`src/include/pmcs_params.svh`:
```
// constants of the power-mode and clock supervisor: offsets, fields, resets, timing
// assumes a 20 MHz register clock; included by its bare name
`ifndef PMCS_PARAMS_SVH
`define PMCS_PARAMS_SVH

// ----------------------------------------
// timing
// ----------------------------------------
`define PMCS_CLK_PERIOD_NS 50
`define PMCS_REG_SETTLE_NS 500
`define PMCS_REG_SETTLE_CYC ((`PMCS_REG_SETTLE_NS + `PMCS_CLK_PERIOD_NS - 1) / `PMCS_CLK_PERIOD_NS)
`define PMCS_RC_START_NS 2000
`define PMCS_RC_START_CYC ((`PMCS_RC_START_NS + `PMCS_CLK_PERIOD_NS - 1) / `PMCS_CLK_PERIOD_NS)

// ----------------------------------------
// register offsets
// ----------------------------------------
`define PMCS_ADR_CTRL 8'h00
`define PMCS_ADR_STAT 8'h04

// ----------------------------------------
// control fields
// ----------------------------------------
`define PMCS_CTRL_MODE_LSB 0
`define PMCS_CTRL_STOP_LP 2
`define PMCS_CTRL_PVD_EN 3
`define PMCS_CTRL_PVD_FALL 4
`define PMCS_CTRL_PVD_RISE 5
`define PMCS_CTRL_FAIL_IE 6
`define PMCS_CTRL_EXT_SEL 7
`define PMCS_CTRL_AHB_LSB 8
`define PMCS_CTRL_APB_LSB 12
`define PMCS_CTRL_PLL_EN 15
`define PMCS_CTRL_RST 16'h0000

// ----------------------------------------
// status fields
// ----------------------------------------
`define PMCS_STAT_PVD_FLAG 9
`define PMCS_STAT_FAIL_FLAG 10

`endif

```
`src/include/pmcs_pkg.sv`:
```
// types of the power-mode and clock supervisor
// assumes nothing beyond a SystemVerilog compiler
package pmcs_pkg;

	// ----------------------------------------
	// supervisor states, one-hot
	// ----------------------------------------
	typedef enum logic [5:0] {
		ST_RUN = 6'h01,
		ST_SLEEP = 6'h02,
		ST_STOP = 6'h04,
		ST_WAKE = 6'h08,
		ST_STBY = 6'h10,
		ST_SPARE = 6'h20
	} pmcs_state_t;

	// ----------------------------------------
	// low-power mode chosen by software
	// ----------------------------------------
	typedef enum logic [1:0] {
		LP_SLEEP = 2'h0,
		LP_STOP = 2'h1,
		LP_STBY = 2'h2
	} pmcs_lp_mode_t;

endpackage : pmcs_pkg

```
`src/include/pmcs_sync_if.sv`:
```
// carrier between the top and its input synchroniser
// assumes raw is driven by the top and synced read back by it
interface pmcs_sync_if #(parameter int W = 1);
	logic [W-1:0] raw;
	logic [W-1:0] synced;
	modport sync_side (input raw, output synced);
	modport user (output raw, input synced);
endinterface : pmcs_sync_if

```
`src/logic/pmcs_sync.sv`:
```
// two-flop synchroniser for every asynchronous input of the supervisor
// assumes one clock; the first stage feeds the second stage only
module pmcs_sync #(
	parameter int W = 1
) (
	input wire logic clk_i,
	input wire logic rst_i,
	pmcs_sync_if.sync_side sif
);

	logic [W-1:0] meta_reg;
	logic [W-1:0] sync_reg;

	always_ff @(posedge clk_i) begin
		if (rst_i) begin
			meta_reg <= '0;
			sync_reg <= '0;
		end else begin
			meta_reg <= sif.raw;
			sync_reg <= meta_reg;
		end
	end

	assign sif.synced = sync_reg;

endmodule : pmcs_sync

```
`src/logic/pmcs_top.sv`:
```
// power-mode and startup-clock supervisor with a classic wishbone register slave
// assumes pins and analog monitors are asynchronous, core and bus share clk_i
// Behaviour
// - sleep halts only processor clock, interrupts wake
// - stop halts core clocks, pll, oscillators except rc on peripheral request
// - stop regulator mode chosen by configuration
// - any event line wakes from stop
// - peripheral clock only after regulator back main
// - standby switches regulator, pll, oscillators off
// - standby left only on listed events
// - calendar and watchdog clocks never stop
// - regulator main after reset, low only stop
// - main supply monitors always hold reset when low, analog one unless disabled
// - analog supply monitor part disabled by option
// - software enabled supply detector raises edge interrupt
// - internal rc oscillator is clock after reset
// - failed external clock falls back, interrupts
// - programmable bus prescalers, software keeps limits
`include "pmcs_params.svh"

module pmcs_top import pmcs_pkg::*; (
	input wire logic clk_i,
	input wire logic rst_i,
	input wire logic wb_cyc_i,
	input wire logic wb_stb_i,
	input wire logic wb_we_i,
	input wire logic [7:0] wb_adr_i,
	input wire logic [3:0] wb_sel_i,
	input wire logic [31:0] wb_dat_i,
	output logic [31:0] wb_dat_o,
	output logic wb_ack_o,
	input wire logic core_sleep_req_i,
	input wire logic core_irq_i,
	input wire logic [15:0] event_lines_i,
	input wire logic [1:0] analog_comparators_wake_i,
	input wire logic first_two_wire_port_wake_i,
	input wire logic first_serial_port_wake_i,
	input wire logic cec_wake_i,
	input wire logic calendar_event_i,
	input wire logic wake_pin_i,
	input wire logic external_reset_pin_n_i,
	input wire logic independent_watchdog_rst_i,
	input wire logic por_main_ok_i,
	input wire logic pdr_main_ok_i,
	input wire logic pdr_analog_ok_i,
	input wire logic analog_pdr_disable_i,
	input wire logic supply_above_i,
	input wire logic ext_clk_ok_i,
	input wire logic [2:0] periph_rc_req_i,
	output logic sys_rst_o,
	output logic cpu_clk_en_o,
	output logic core_clk_en_o,
	output logic pll_en_o,
	output logic rc_osc_en_o,
	output logic ext_osc_en_o,
	output logic sysclk_sel_o,
	output logic regulator_main_mode_o,
	output logic regulator_low_power_mode_o,
	output logic regulator_off_o,
	output logic [2:0] periph_rc_grant_o,
	output logic calendar_clk_en_o,
	output logic watchdog_clk_en_o,
	output logic supply_irq_o,
	output logic clk_fail_irq_o,
	output logic [3:0] ahb_div_o,
	output logic [2:0] apb_div_o,
	output logic [5:0] state_o
);

	// ----------------------------------------
	// input synchronisation
	// ----------------------------------------
	localparam int NA = 34;
	pmcs_sync_if #(.W(NA)) sif ();
	assign sif.raw = {periph_rc_req_i, analog_pdr_disable_i, ext_clk_ok_i, supply_above_i,
		pdr_analog_ok_i, pdr_main_ok_i, por_main_ok_i, independent_watchdog_rst_i,
		external_reset_pin_n_i, wake_pin_i, calendar_event_i, cec_wake_i,
		first_serial_port_wake_i, first_two_wire_port_wake_i, analog_comparators_wake_i,
		event_lines_i};
	pmcs_sync #(.W(NA)) u_sync (
		.clk_i(clk_i),
		.rst_i(rst_i),
		.sif(sif.sync_side)
	);

	wire [15:0] s_ev = sif.synced[15:0];
	wire [1:0] s_comp = sif.synced[17:16];
	wire s_twi = sif.synced[18];
	wire s_ser = sif.synced[19];
	wire s_cec = sif.synced[20];
	wire s_cal = sif.synced[21];
	wire s_wpin = sif.synced[22];
	wire s_external_reset_pin = sif.synced[23];
	wire s_wdg = sif.synced[24];
	wire s_por = sif.synced[25];
	wire s_pdr_main = sif.synced[26];
	wire s_pdr_ana = sif.synced[27];
	wire s_above = sif.synced[28];
	wire s_extok = sif.synced[29];
	wire s_ana_dis = sif.synced[30];
	wire [2:0] s_rcreq = sif.synced[33:31];

	// ----------------------------------------
	// state
	// ----------------------------------------
	pmcs_state_t state_reg, state_next;
	logic [15:0] ctrl_reg, ctrl_next;
	logic [7:0] cnt_reg, cnt_next;
	logic main_ok_reg, main_ok_next;
	logic on_ext_reg, on_ext_next;
	logic pvd_flag_reg, pvd_flag_next;
	logic fail_flag_reg, fail_flag_next;
	logic wpin_prev_reg;
	logic above_prev_reg;
	logic ack_reg;
	logic [31:0] rdata_reg;

	// ----------------------------------------
	// reset sources
	// ----------------------------------------
	// the analog part of the power-down monitor can be masked by its option bit
	wire supply_bad = !s_por || !s_pdr_main || (!s_pdr_ana && !s_ana_dis);
	wire hard_rst = supply_bad || !s_external_reset_pin || s_wdg;
	wire in_stby = (state_reg == ST_STBY);
	wire wpin_rise = s_wpin && !wpin_prev_reg;
	wire stby_wake = in_stby && (wpin_rise || s_cal);
	// standby loses register contents, so leaving it reinitialises the state, the control register and the flags
	wire init = hard_rst || stby_wake;

	// ----------------------------------------
	// register bus decode
	// ----------------------------------------
	wire wb_req = wb_cyc_i && wb_stb_i;
	wire [7:0] wb_word = {wb_adr_i[7:2], 2'b00};
	wire hit_ctrl = (wb_word == `PMCS_ADR_CTRL);
	wire hit_stat = (wb_word == `PMCS_ADR_STAT);
	// writes land on the edge that the master samples ack on
	wire wb_wr = wb_req && wb_we_i && ack_reg;
	wire wr_ctrl = wb_wr && hit_ctrl;
	wire wr_stat = wb_wr && hit_stat;
	wire [15:0] ctrl_merged = {wb_sel_i[1] ? wb_dat_i[15:8] : ctrl_reg[15:8],
		wb_sel_i[0] ? wb_dat_i[7:0] : ctrl_reg[7:0]};
	wire clr_pvd = wr_stat && wb_sel_i[1] && wb_dat_i[`PMCS_STAT_PVD_FLAG];
	wire clr_fail = wr_stat && wb_sel_i[1] && wb_dat_i[`PMCS_STAT_FAIL_FLAG];

	// ----------------------------------------
	// configuration fields
	// ----------------------------------------
	wire [1:0] mode_bits = ctrl_reg[`PMCS_CTRL_MODE_LSB +: 2];
	wire stop_lp = ctrl_reg[`PMCS_CTRL_STOP_LP];
	wire pvd_en = ctrl_reg[`PMCS_CTRL_PVD_EN];
	wire pvd_fall = ctrl_reg[`PMCS_CTRL_PVD_FALL];
	wire pvd_rise = ctrl_reg[`PMCS_CTRL_PVD_RISE];
	wire fail_ie = ctrl_reg[`PMCS_CTRL_FAIL_IE];
	wire ext_sel = ctrl_reg[`PMCS_CTRL_EXT_SEL];
	wire pll_req = ctrl_reg[`PMCS_CTRL_PLL_EN];

	// ----------------------------------------
	// supply detector and clock failure
	// ----------------------------------------
	wire above_fell = above_prev_reg && !s_above;
	wire above_rose = !above_prev_reg && s_above;
	wire pvd_set = pvd_en && ((pvd_fall && above_fell) || (pvd_rise && above_rose));
	wire fail_set = on_ext_reg && !s_extok;
	wire active = (state_reg == ST_RUN) || (state_reg == ST_SLEEP);

	assign ctrl_next = init ? `PMCS_CTRL_RST : (wr_ctrl ? ctrl_merged : ctrl_reg);
	// a new event wins over a software clear in the same cycle
	assign pvd_flag_next = !init && (pvd_set || (pvd_flag_reg && !clr_pvd));
	assign fail_flag_next = !init && (fail_set || (fail_flag_reg && !clr_fail));
	// rc stays the clock until software asks and the external clock is healthy
	assign on_ext_next = !init && active && ext_sel && s_extok && !fail_flag_reg;

	// ----------------------------------------
	// mode sequencing
	// ----------------------------------------
	wire stop_wake = (|s_ev) || (|s_comp) || s_twi || s_ser || s_cec || s_cal
		|| (pvd_en && (above_fell || above_rose));
	wire rc_req_any = |s_rcreq;
	wire in_stop = (state_reg == ST_STOP);
	// a clock request in low-power stop pulls the regulator back to main first
	wire reg_boost = in_stop && stop_lp && rc_req_any;

	always_comb begin
		state_next = state_reg;
		case (state_reg)
			ST_RUN: begin
				if (core_sleep_req_i) begin
					case (mode_bits)
						LP_STOP: state_next = ST_STOP;
						LP_STBY: state_next = ST_STBY;
						default: state_next = ST_SLEEP;
					endcase
				end
			end
			ST_SLEEP: begin
				if (core_irq_i || stop_wake) begin
					state_next = ST_RUN;
				end
			end
			ST_STOP: begin
				if (stop_wake) begin
					state_next = ST_WAKE;
				end
			end
			ST_WAKE: begin
				if (cnt_reg == 8'h00) begin
					state_next = ST_RUN;
				end
			end
			ST_STBY: state_next = ST_STBY;
			default: state_next = ST_RUN;
		endcase
		if (init) begin
			state_next = ST_RUN;
		end
	end

	// one counter serves both the regulator settle in stop and the rc restart
	always_comb begin
		cnt_next = cnt_reg;
		if (in_stop && stop_wake) begin
			cnt_next = 8'(`PMCS_RC_START_CYC);
		end else if (in_stop && !reg_boost) begin
			cnt_next = 8'(`PMCS_REG_SETTLE_CYC);
		end else if (cnt_reg != 8'h00) begin
			cnt_next = cnt_reg - 8'h01;
		end
	end

	assign main_ok_next = in_stop && (!stop_lp || (reg_boost && cnt_reg == 8'h00));

	// ----------------------------------------
	// output decode
	// ----------------------------------------
	wire in_wake = (state_reg == ST_WAKE);
	wire cpu_en_d = (state_reg == ST_RUN);
	wire core_en_d = active;
	wire pll_en_d = active && pll_req;
	wire ext_en_d = active && ext_sel;
	wire rc_en_d = active || in_wake || (in_stop && main_ok_reg && rc_req_any);
	wire reg_lp_d = in_stop && stop_lp && !reg_boost;
	wire reg_main_d = !in_stby && !reg_lp_d;
	wire [2:0] grant_d = (active || in_wake) ? s_rcreq
		: ((in_stop && main_ok_reg) ? s_rcreq : 3'h0);
	wire [31:0] stat_word = {20'h00000, 1'b0, fail_flag_reg, pvd_flag_reg, s_above,
		regulator_low_power_mode_o, on_ext_reg, state_reg};
	wire [31:0] rdata_d = hit_ctrl ? {16'h0000, ctrl_reg} : (hit_stat ? stat_word : 32'h00000000);

	// ----------------------------------------
	// flops
	// ----------------------------------------
	always_ff @(posedge clk_i) begin
		if (rst_i) begin
			state_reg <= ST_RUN;
			ctrl_reg <= `PMCS_CTRL_RST;
			cnt_reg <= 8'h00;
			main_ok_reg <= 1'b0;
			on_ext_reg <= 1'b0;
			pvd_flag_reg <= 1'b0;
			fail_flag_reg <= 1'b0;
		end else begin
			state_reg <= state_next;
			ctrl_reg <= ctrl_next;
			cnt_reg <= cnt_next;
			main_ok_reg <= main_ok_next;
			on_ext_reg <= on_ext_next;
			pvd_flag_reg <= pvd_flag_next;
			fail_flag_reg <= fail_flag_next;
		end
	end

	// edge memories belong to the always-on side and survive soft resets
	always_ff @(posedge clk_i) begin
		if (rst_i) begin
			wpin_prev_reg <= 1'b0;
			above_prev_reg <= 1'b0;
			ack_reg <= 1'b0;
			rdata_reg <= 32'h00000000;
		end else begin
			wpin_prev_reg <= s_wpin;
			above_prev_reg <= s_above;
			ack_reg <= wb_req && !ack_reg;
			rdata_reg <= (wb_req && !ack_reg) ? rdata_d : rdata_reg;
		end
	end

	always_ff @(posedge clk_i) begin
		if (rst_i) begin
			sys_rst_o <= 1'b1;
			cpu_clk_en_o <= 1'b0;
			core_clk_en_o <= 1'b0;
			pll_en_o <= 1'b0;
			rc_osc_en_o <= 1'b1;
			ext_osc_en_o <= 1'b0;
			sysclk_sel_o <= 1'b0;
			regulator_main_mode_o <= 1'b1;
			regulator_low_power_mode_o <= 1'b0;
			regulator_off_o <= 1'b0;
			periph_rc_grant_o <= 3'h0;
			calendar_clk_en_o <= 1'b1;
			watchdog_clk_en_o <= 1'b1;
			supply_irq_o <= 1'b0;
			clk_fail_irq_o <= 1'b0;
			ahb_div_o <= 4'h0;
			apb_div_o <= 3'h0;
			state_o <= 6'h01;
		end else begin
			sys_rst_o <= init;
			cpu_clk_en_o <= cpu_en_d;
			core_clk_en_o <= core_en_d;
			pll_en_o <= pll_en_d;
			rc_osc_en_o <= rc_en_d;
			ext_osc_en_o <= ext_en_d;
			sysclk_sel_o <= on_ext_reg;
			regulator_main_mode_o <= reg_main_d;
			regulator_low_power_mode_o <= reg_lp_d;
			regulator_off_o <= in_stby;
			periph_rc_grant_o <= grant_d;
			calendar_clk_en_o <= 1'b1;
			watchdog_clk_en_o <= 1'b1;
			supply_irq_o <= pvd_flag_reg;
			clk_fail_irq_o <= fail_flag_reg && fail_ie;
			ahb_div_o <= ctrl_reg[`PMCS_CTRL_AHB_LSB +: 4];
			apb_div_o <= ctrl_reg[`PMCS_CTRL_APB_LSB +: 3];
			state_o <= state_reg;
		end
	end

	assign wb_ack_o = ack_reg;
	assign wb_dat_o = rdata_reg;
endmodule : pmcs_top

```
`config.mk`:
```
export PLATFORM = sky130hd
export DESIGN_NAME = pmcs_top
export DESIGN_NICKNAME = d
export VERILOG_FILES = /design/src/include/pmcs_pkg.sv /design/src/include/pmcs_sync_if.sv /design/src/logic/pmcs_sync.sv /design/src/logic/pmcs_top.sv
export VERILOG_INCLUDE_DIRS = /design/src /design/src/include
export SDC_FILE = /design/constraint.sdc
export NUM_CORES = 1
export LEC_CHECK = 0
export ABC_AREA = 1
export ABC_CLOCK_PERIOD_IN_PS = 2900
export BUFFER_PORTS_ARGS = -buffer_cell sky130_fd_sc_hd__buf_2
export CORE_AREA = 2 2 101 141
export CTS_CLUSTER_DIAMETER = 200
export DETAILED_ROUTE_END_ITERATION = 10
export DIE_AREA = 0 0 103 143
export GPL_TIMING_DRIVEN = 0
export PLACE_DENSITY_LB_ADDON = 0.15
export SETUP_SLACK_MARGIN = 0.05
export SYNTH_ARGS = -nofsm -noshare
export SYNTH_HDL_FRONTEND = slang
export SYNTH_SLANG_ARGS = --single-unit
export TNS_END_PERCENT = 5
```
`constraint.sdc`:
```
create_clock -name clk_i -period 2.9 [get_ports clk_i]
set_input_delay 0.58 -clock clk_i [delete_from_list [all_inputs] [get_ports clk_i]]
set_output_delay 0.58 -clock clk_i [all_outputs]
set_load 0.01 [all_outputs]
```
=== Yosys cells after proc, flatten, opt, wreduce, memory -nomap -nowiden ===
Cells that the tools add are included.

* Equality and inequality tests: 12
* $add $sub $neg: 1
* Reductions and logical operators: 93
* Muxes and demuxes: 13

{| class="wikitable"
|+ Operators with widths
! operator !! number
|-
| 2-to-1 mux 6 bit || 7
|-
| logical AND 1 bit || 40
|-
| case mux 6 bit (5 select lines) || 1
|-
| logical OR 1 bit || 21
|-
| zero test 1 bit || 18
|-
| zero test 8 bit || 2
|-
| 2-to-1 mux 16 bit || 1
|-
| OR reduction 16 bit || 1
|-
| == test 6 x 1 -> 1 bit, second input constant || 2
|-
| 2-to-1 mux 11 bit || 1
|-
| case mux 5 bit (2 select lines) || 1
|-
| nonzero test 8 bit || 1
|-
| subtractor 8 x 1 -> 8 bit, second input constant || 1
|-
| == test 6 x 2 -> 1 bit, second input constant || 1
|-
| == test 6 x 3 -> 1 bit, second input constant || 1
|-
| == test 6 x 4 -> 1 bit, second input constant || 1
|-
| == test 6 x 5 -> 1 bit, second input constant || 1
|-
| 2-to-1 mux 3 bit || 2
|-
| OR reduction 2 bit || 3
|-
| OR reduction 3 bit || 2
|-
| inequality test 2 x 1 -> 1 bit, second input constant || 2
|-
| inequality test 2 bit, second input constant || 2
|-
| AND reduction 2 bit || 2
|-
| AND reduction 4 bit || 1
|-
| 4 further kinds || 4
|}

* Bits in registers: 165
* Bits of input ports: 85

=== Longest topological paths before layout ===
* Word-level depth: 11
* Gate-level depth with buffers: 10
* Depth with buffers taken out: 10

=== Hierarchy ===
A second synthesis with hierarchy kept.

* Cell total of the unflattened synthesis: 652
* Area total of the unflattened synthesis: 5333.9 um^2

{| class="wikitable"
|+ Modules (own cells, without submodules)
! module !! times used !! area an instance (um^2) !! cells each !! sequential area each (um^2)
|-
| pmcs_top || 1 || 3403.3 || 440 || 1581.5
|-
| pmcs_sync || 1 || 1930.6 || 212 || 1361.3
|}

=== Least setup slack after synthesis ===
OpenSTA, ideal clock, no wires.

* Path type: input -> register
* Start point: in wb_adr_i[7]
* End point: reg ctrl_reg[4]
* Buffers on the path: 1
* Data arrival time: 1.369 ns
* Path slack: 1.411 ns
* Library setup time: 0.119 ns
* Cell stages on the path: 7
* Cell sequence: nor2_2 > nand4_2 > inv_4 > nand3_2 > buf_6 > o21ai_0 > a21oi_1

* Cells in the longest elaborated chain, start to end: 3

{| class="wikitable"
|+ Ends and longest elaborated chain
! element !! RTL line !! source
|-
| start: declaration || pmcs_top.sv:27 || <nowiki>input wire logic [7:0] wb_adr_i,</nowiki>
|-
| zero test 8 bit (no source line) || n/a ||
|-
| logical AND 1 bit || pmcs_top.sv:139 || <nowiki>wire wr_ctrl = wb_wr && hit_ctrl;</nowiki>
|-
| AND reduction 2 bit (no source line) || n/a ||
|-
| end signal: assignment || pmcs_top.sv:256 || <nowiki>ctrl_reg <= `PMCS_CTRL_RST;</nowiki>
|-
| end signal: assignment || pmcs_top.sv:264 || <nowiki>ctrl_reg <= ctrl_next;</nowiki>
|-
| end: declaration || pmcs_top.sv:107 || <nowiki>logic [15:0] ctrl_reg, ctrl_next;</nowiki>
|}

No other way between the ends.
A chain may end at the register's enable or synchronous reset.

=== Worst setup path after layout ===
* Start point: reg u_sync.sync_reg[28] (netlist: u_sync.sif.synced[28])
* End point: reg state_reg[2]

* Cells in the longest elaborated chain, start to end: 8
* Elaborated cells on any way between the ends: 10

{| class="wikitable"
|+ Ends and longest elaborated chain
! element !! RTL line !! source
|-
| start: declaration || pmcs_sync.sv:12 || <nowiki>logic [W-1:0] sync_reg;</nowiki>
|-
| start signal: assignment || pmcs_sync.sv:20 || <nowiki>sync_reg <= meta_reg;</nowiki>
|-
| zero test 1 bit || pmcs_top.sv:161 || <nowiki>wire above_fell = above_prev_reg && !s_above;</nowiki>
|-
| logical AND 1 bit || pmcs_top.sv:161 ||
|-
| logical OR 1 bit (*) || pmcs_top.sv:178 || <nowiki>|| (pvd_en && (above_fell || above_rose));</nowiki>
|-
| logical AND 1 bit (*) || pmcs_top.sv:178 ||
|-
| logical OR 1 bit (*) || pmcs_top.sv:178 ||
|-
| logical OR 1 bit || pmcs_top.sv:197 || <nowiki>if (core_irq_i || stop_wake) begin</nowiki>
|-
| inequality test 2 x 1 -> 1 bit (no source line) || n/a ||
|-
| AND reduction 4 bit (no source line) (*) || n/a ||
|-
| end signal: assignment || pmcs_top.sv:263 || <nowiki>state_reg <= state_next;</nowiki>
|-
| end: declaration || pmcs_top.sv:106 || <nowiki>pmcs_state_t state_reg, state_next;</nowiki>
|}

Mark *: on every way between the ends. The rest lies on a longest branch, timed or not.

==> impl_results.md <==
- Syn_area_per_cell: 8.121 um2
- DP Wirelength: 8.716 mm
- Residual DRC count: 0
- Post-route minimum period: 1695 ps
- CTS resizes: 0
- Sink of the worst hold path: u_sync.meta_reg[8]$_SDFF_PP0_
- Vias in the first global route: 3924
- Yosys Warn Count: 0
- Post-route ant nets: 0
- Maximum level of the CTS H-tree: 4
- Cell-internal power: 0.003621 W
- Hold Buf Count CTS: 0
- Layout fillers: 1355
- Iteration-0 DRC count of the detailed router: 146
- Gate Count Post-Synth: 650
- Least-Margin Pin Slew: 566.7 ps
- Netlist Area Pre-Place: 0.005279 mm2
- Router iterations before antenna repair: 5
- Yosys cell types: 35
- Portion of total power attributed to the clock network: 44.3%
- Type of the worst min-delay path: in2reg
- Final worst path period share: 58.45%
- Arrival time of data at the critical path endpoint: 2000 ps
- Routed wire length: 11.49 mm
- Portion of total power attributed to combinational logic: 10.8%
- Area used by sequential logic in the layout: 0.002943 mm2
- Worst Reg-to-Reg Cells: 9
- Die area: 0.01473 mm2
- Final-report hold violation count: 0
- Starting utilization of the core area: 39.43%
- Core ar.: 0.01339 mm2
- Global route hottest layer: met2
- Setup repair after global routing missed its margin: no
- Hold path startpoint: event_lines_i[8]
- Routing usage on met1: 18.07%
- Net switching power: 0.001204 W
- Met2 track demand over resource in global routing: 27.89%
- Sequential share of power: 44.9%
- Final setup violation count: 0
- Wire length of the first global-routing pass: 18.13 mm
- Static Leakage: 3.285 nW
- Max capacitance violation total: 0
- Clock root buffer: clkbuf_16
- Launch point of the worst path: u_sync.sif.synced[28]$_SDFF_PP0_
- Cell count after placement: 957
- Critical Path Fanout Max: 6
- Number of buffers inserted during clock tree synthesis: 17
- Pwr dens: 719.3 mW/mm2
- Met3 Resource Use GR: 4.405%
- Setup Buffers After CTS: 0
- Number of antenna violations at the first check in global routing: 0
- Run status: completed
- Post-route setup slack: 1205 ps
- Layout net count: 884
- Maximum clock insertion buffer count: 2
- Number of max-slew violations in the final report: 0
- Total via count in the routed design: 4206
- Number of synthesized register bits: 147
- Reg-to-reg critical path startpoint: u_sync.sif.synced[28]$_SDFF_PP0_
- Maximum vdd drop: 0.3237 mV
- Worst rel slew slack: 62.22%
- R2r setup slk: 1210 ps
- Width of the die: 103 um
- Number of rows in the core area: 50
- Largest net degree at the start of global routing: 17
- Sequential area share after synthesis: 55.75%
- Switching share of total power: 24.95%
- CP Launch Type: flip-flop
- Worst Skew: 10.28 ps
- GPL Wtd Cong: 0.8117
- Capturing element type of the critical path: flip-flop
- Critical setup path kind: reg2reg
- Number of buffers inserted by port buffering: 108
- GRT Total Usage: 16.15%
- Vias per cell: 4.253
- CTS tree: done
- Clk_lat worst skew: 420 ps
- Die extent in y: 143 um
- Fraction of final layout cells sized beyond drive strength 1: 24.41%
- Sinks on Clock Net: 147
- GR Overflow Total: 0
- RR Endpoint: state_reg[2]$_SDFFE_PP0P_
- Area used by multi-input combinational logic: 0.001653 mm2
- Wire length per cell after detailed routing: 11.61 um
- Number of inserted diodes: 0
- Count of non-filler cells in the finished layout: 989
- Worst endpoint required time: 3210 ps
- Number of cells on the worst hold path: 3
- Final total negative setup slack: 0 ps
- Signed area change from the synthesized netlist to the final layout: 27.07%
- Setup slack after placement: 1021 ps
- Fmax achieved: 590.0 MHz
- Number of ports placed on the die boundary: 148
- Post-CTS clock slew at the launch and capture registers of the worst setup and hold paths: 60 ps
-- area by class of cell --
cell class	instances	area share (%)
plain buffers	38	3.656
clock buffers	21	7.163
clock inverters	11	1.735
inverters	133	7.480
multi-input cells	349	24.64
flip-flops and latches	147	43.87
well taps	182	3.395
repair buffers	108	8.058
-- how the worst max path moves through the flow --
stage / slack, ps / to
after CTS: 1200 / cnt_reg[6]$_SDFFE_PP0P_
after detailed placement: 1020 / apb_div_o[0]$_SDFF_PP0_
after floorplan: 1410 / ctrl_reg[4]$_SDFFE_PP0P_
after global routing: 1010 / cnt_reg[0]$_SDFFE_PP0P_
final: 1210 / state_reg[2]$_SDFFE_PP0P_
after global placement: 1010 / u_sync.sif.synced[33]$_SDFF_PP0_
-- power by group through the flow --
| stage | combinational (W) | sequential [W] | clock (W) |
|---|---|---|---|
| after detailed placement | 0.000521 | 0.00221 | 0 |
| final | 0.000519 | 0.00217 | 0.00214 |
| after global routing | 0.000598 | 0.00218 | 0.00227 |
| after floorplan | 0.000372 | 0.00221 | 0 |
| after CTS | 0.000523 | 0.00217 | 0.00220 |
| after global placement | 0.000506 | 0.00221 | 0 |
-- cells by family after synthesis --
group / synth area share [%]
other: 0.1423
DFF: 55.75
xor gates and xnor gates: 0.3319
and+or+nand+nor: 20.36
buffers and inverters: 14.15
adders and majority gates: 1.185
AOI/OAI and AO/OA: 8.082
-- critical path, stage by stage, from the launching register on --
cell	delay, ps
dfxtp_1	340
inv_1	90
ha_1	280
inv_1	30
nand2_1	80
nand4_1	180
nor2_1	190
nand2_1	170
a21oi_1	160
nor2_1	60
-- placed cells by master (no fill, tap or decap), types with 5 or more instances in the layout --
cell,n
a211oi_1,5
a21oi_1,30
buf_2,115
buf_4,19
clkbuf_1,9
clkbuf_16,17
clkinv_4,5
conb_1,19
dfxtp_1,147
ha_1,5
inv_1,128
nand2_1,52
nand3_1,11
nand4_1,7
nor2_1,151
nor2_2,8
o21ai_0,26
o22ai_1,9
-- metrics by stage --
| stage | area (um2) | total power (W) | util [%] | hold slack [ps] |
|---|---|---|---|---|
| global route | 6708 | 0.005044 | 50.10 | 354.6 |
| CTS | 6708 | 0.004885 | 50.10 | 347.9 |
| detailed placement | 6111 | 0.002733 | 45.64 | 393.3 |
| finish | 6708 | 0.004825 | 50.10 | 360.1 |
| global placement | 6111 | 0.002714 | 45.64 | 392.4 |
| floorplan | 5343 | 0.002581 | - | 388.3 |
-- Yosys cell counts (all sizes together) --
library cell / n / area share [%]
a31oi: 1 / 0.12
ha: 5 / 1.2
a22oi: 1 / 0.14
nand4: 11 / 1.8
dfxtp: 147 / 56
o21ai: 29 / 3.0
a21oi: 30 / 2.8
buf: 29 / 4.0
nor2: 161 / 12
or2: 2 / 0.24
nand2: 53 / 3.9
conb: 2 / 0.14
inv: 133 / 9.5
o22ai: 9 / 1.1
a211oi: 5 / 0.71
a22o: 1 / 0.17
xor2: 2 / 0.33
nor4: 1 / 0.12
nand3: 14 / 1.6
clkbuf: 9 / 0.64
nor3: 4 / 0.47
and2: 1 / 0.12
-- routing by layer --
metal	part of all wire, %	vias up	wire, um
li1	-	2211	-
met1	43	1860	4887
met2	51	123	5830
met3	4.7	12	544
met4	1.9	0	223
met5	0	-	0
No activity file was read; power rests on OpenSTA's default activity.
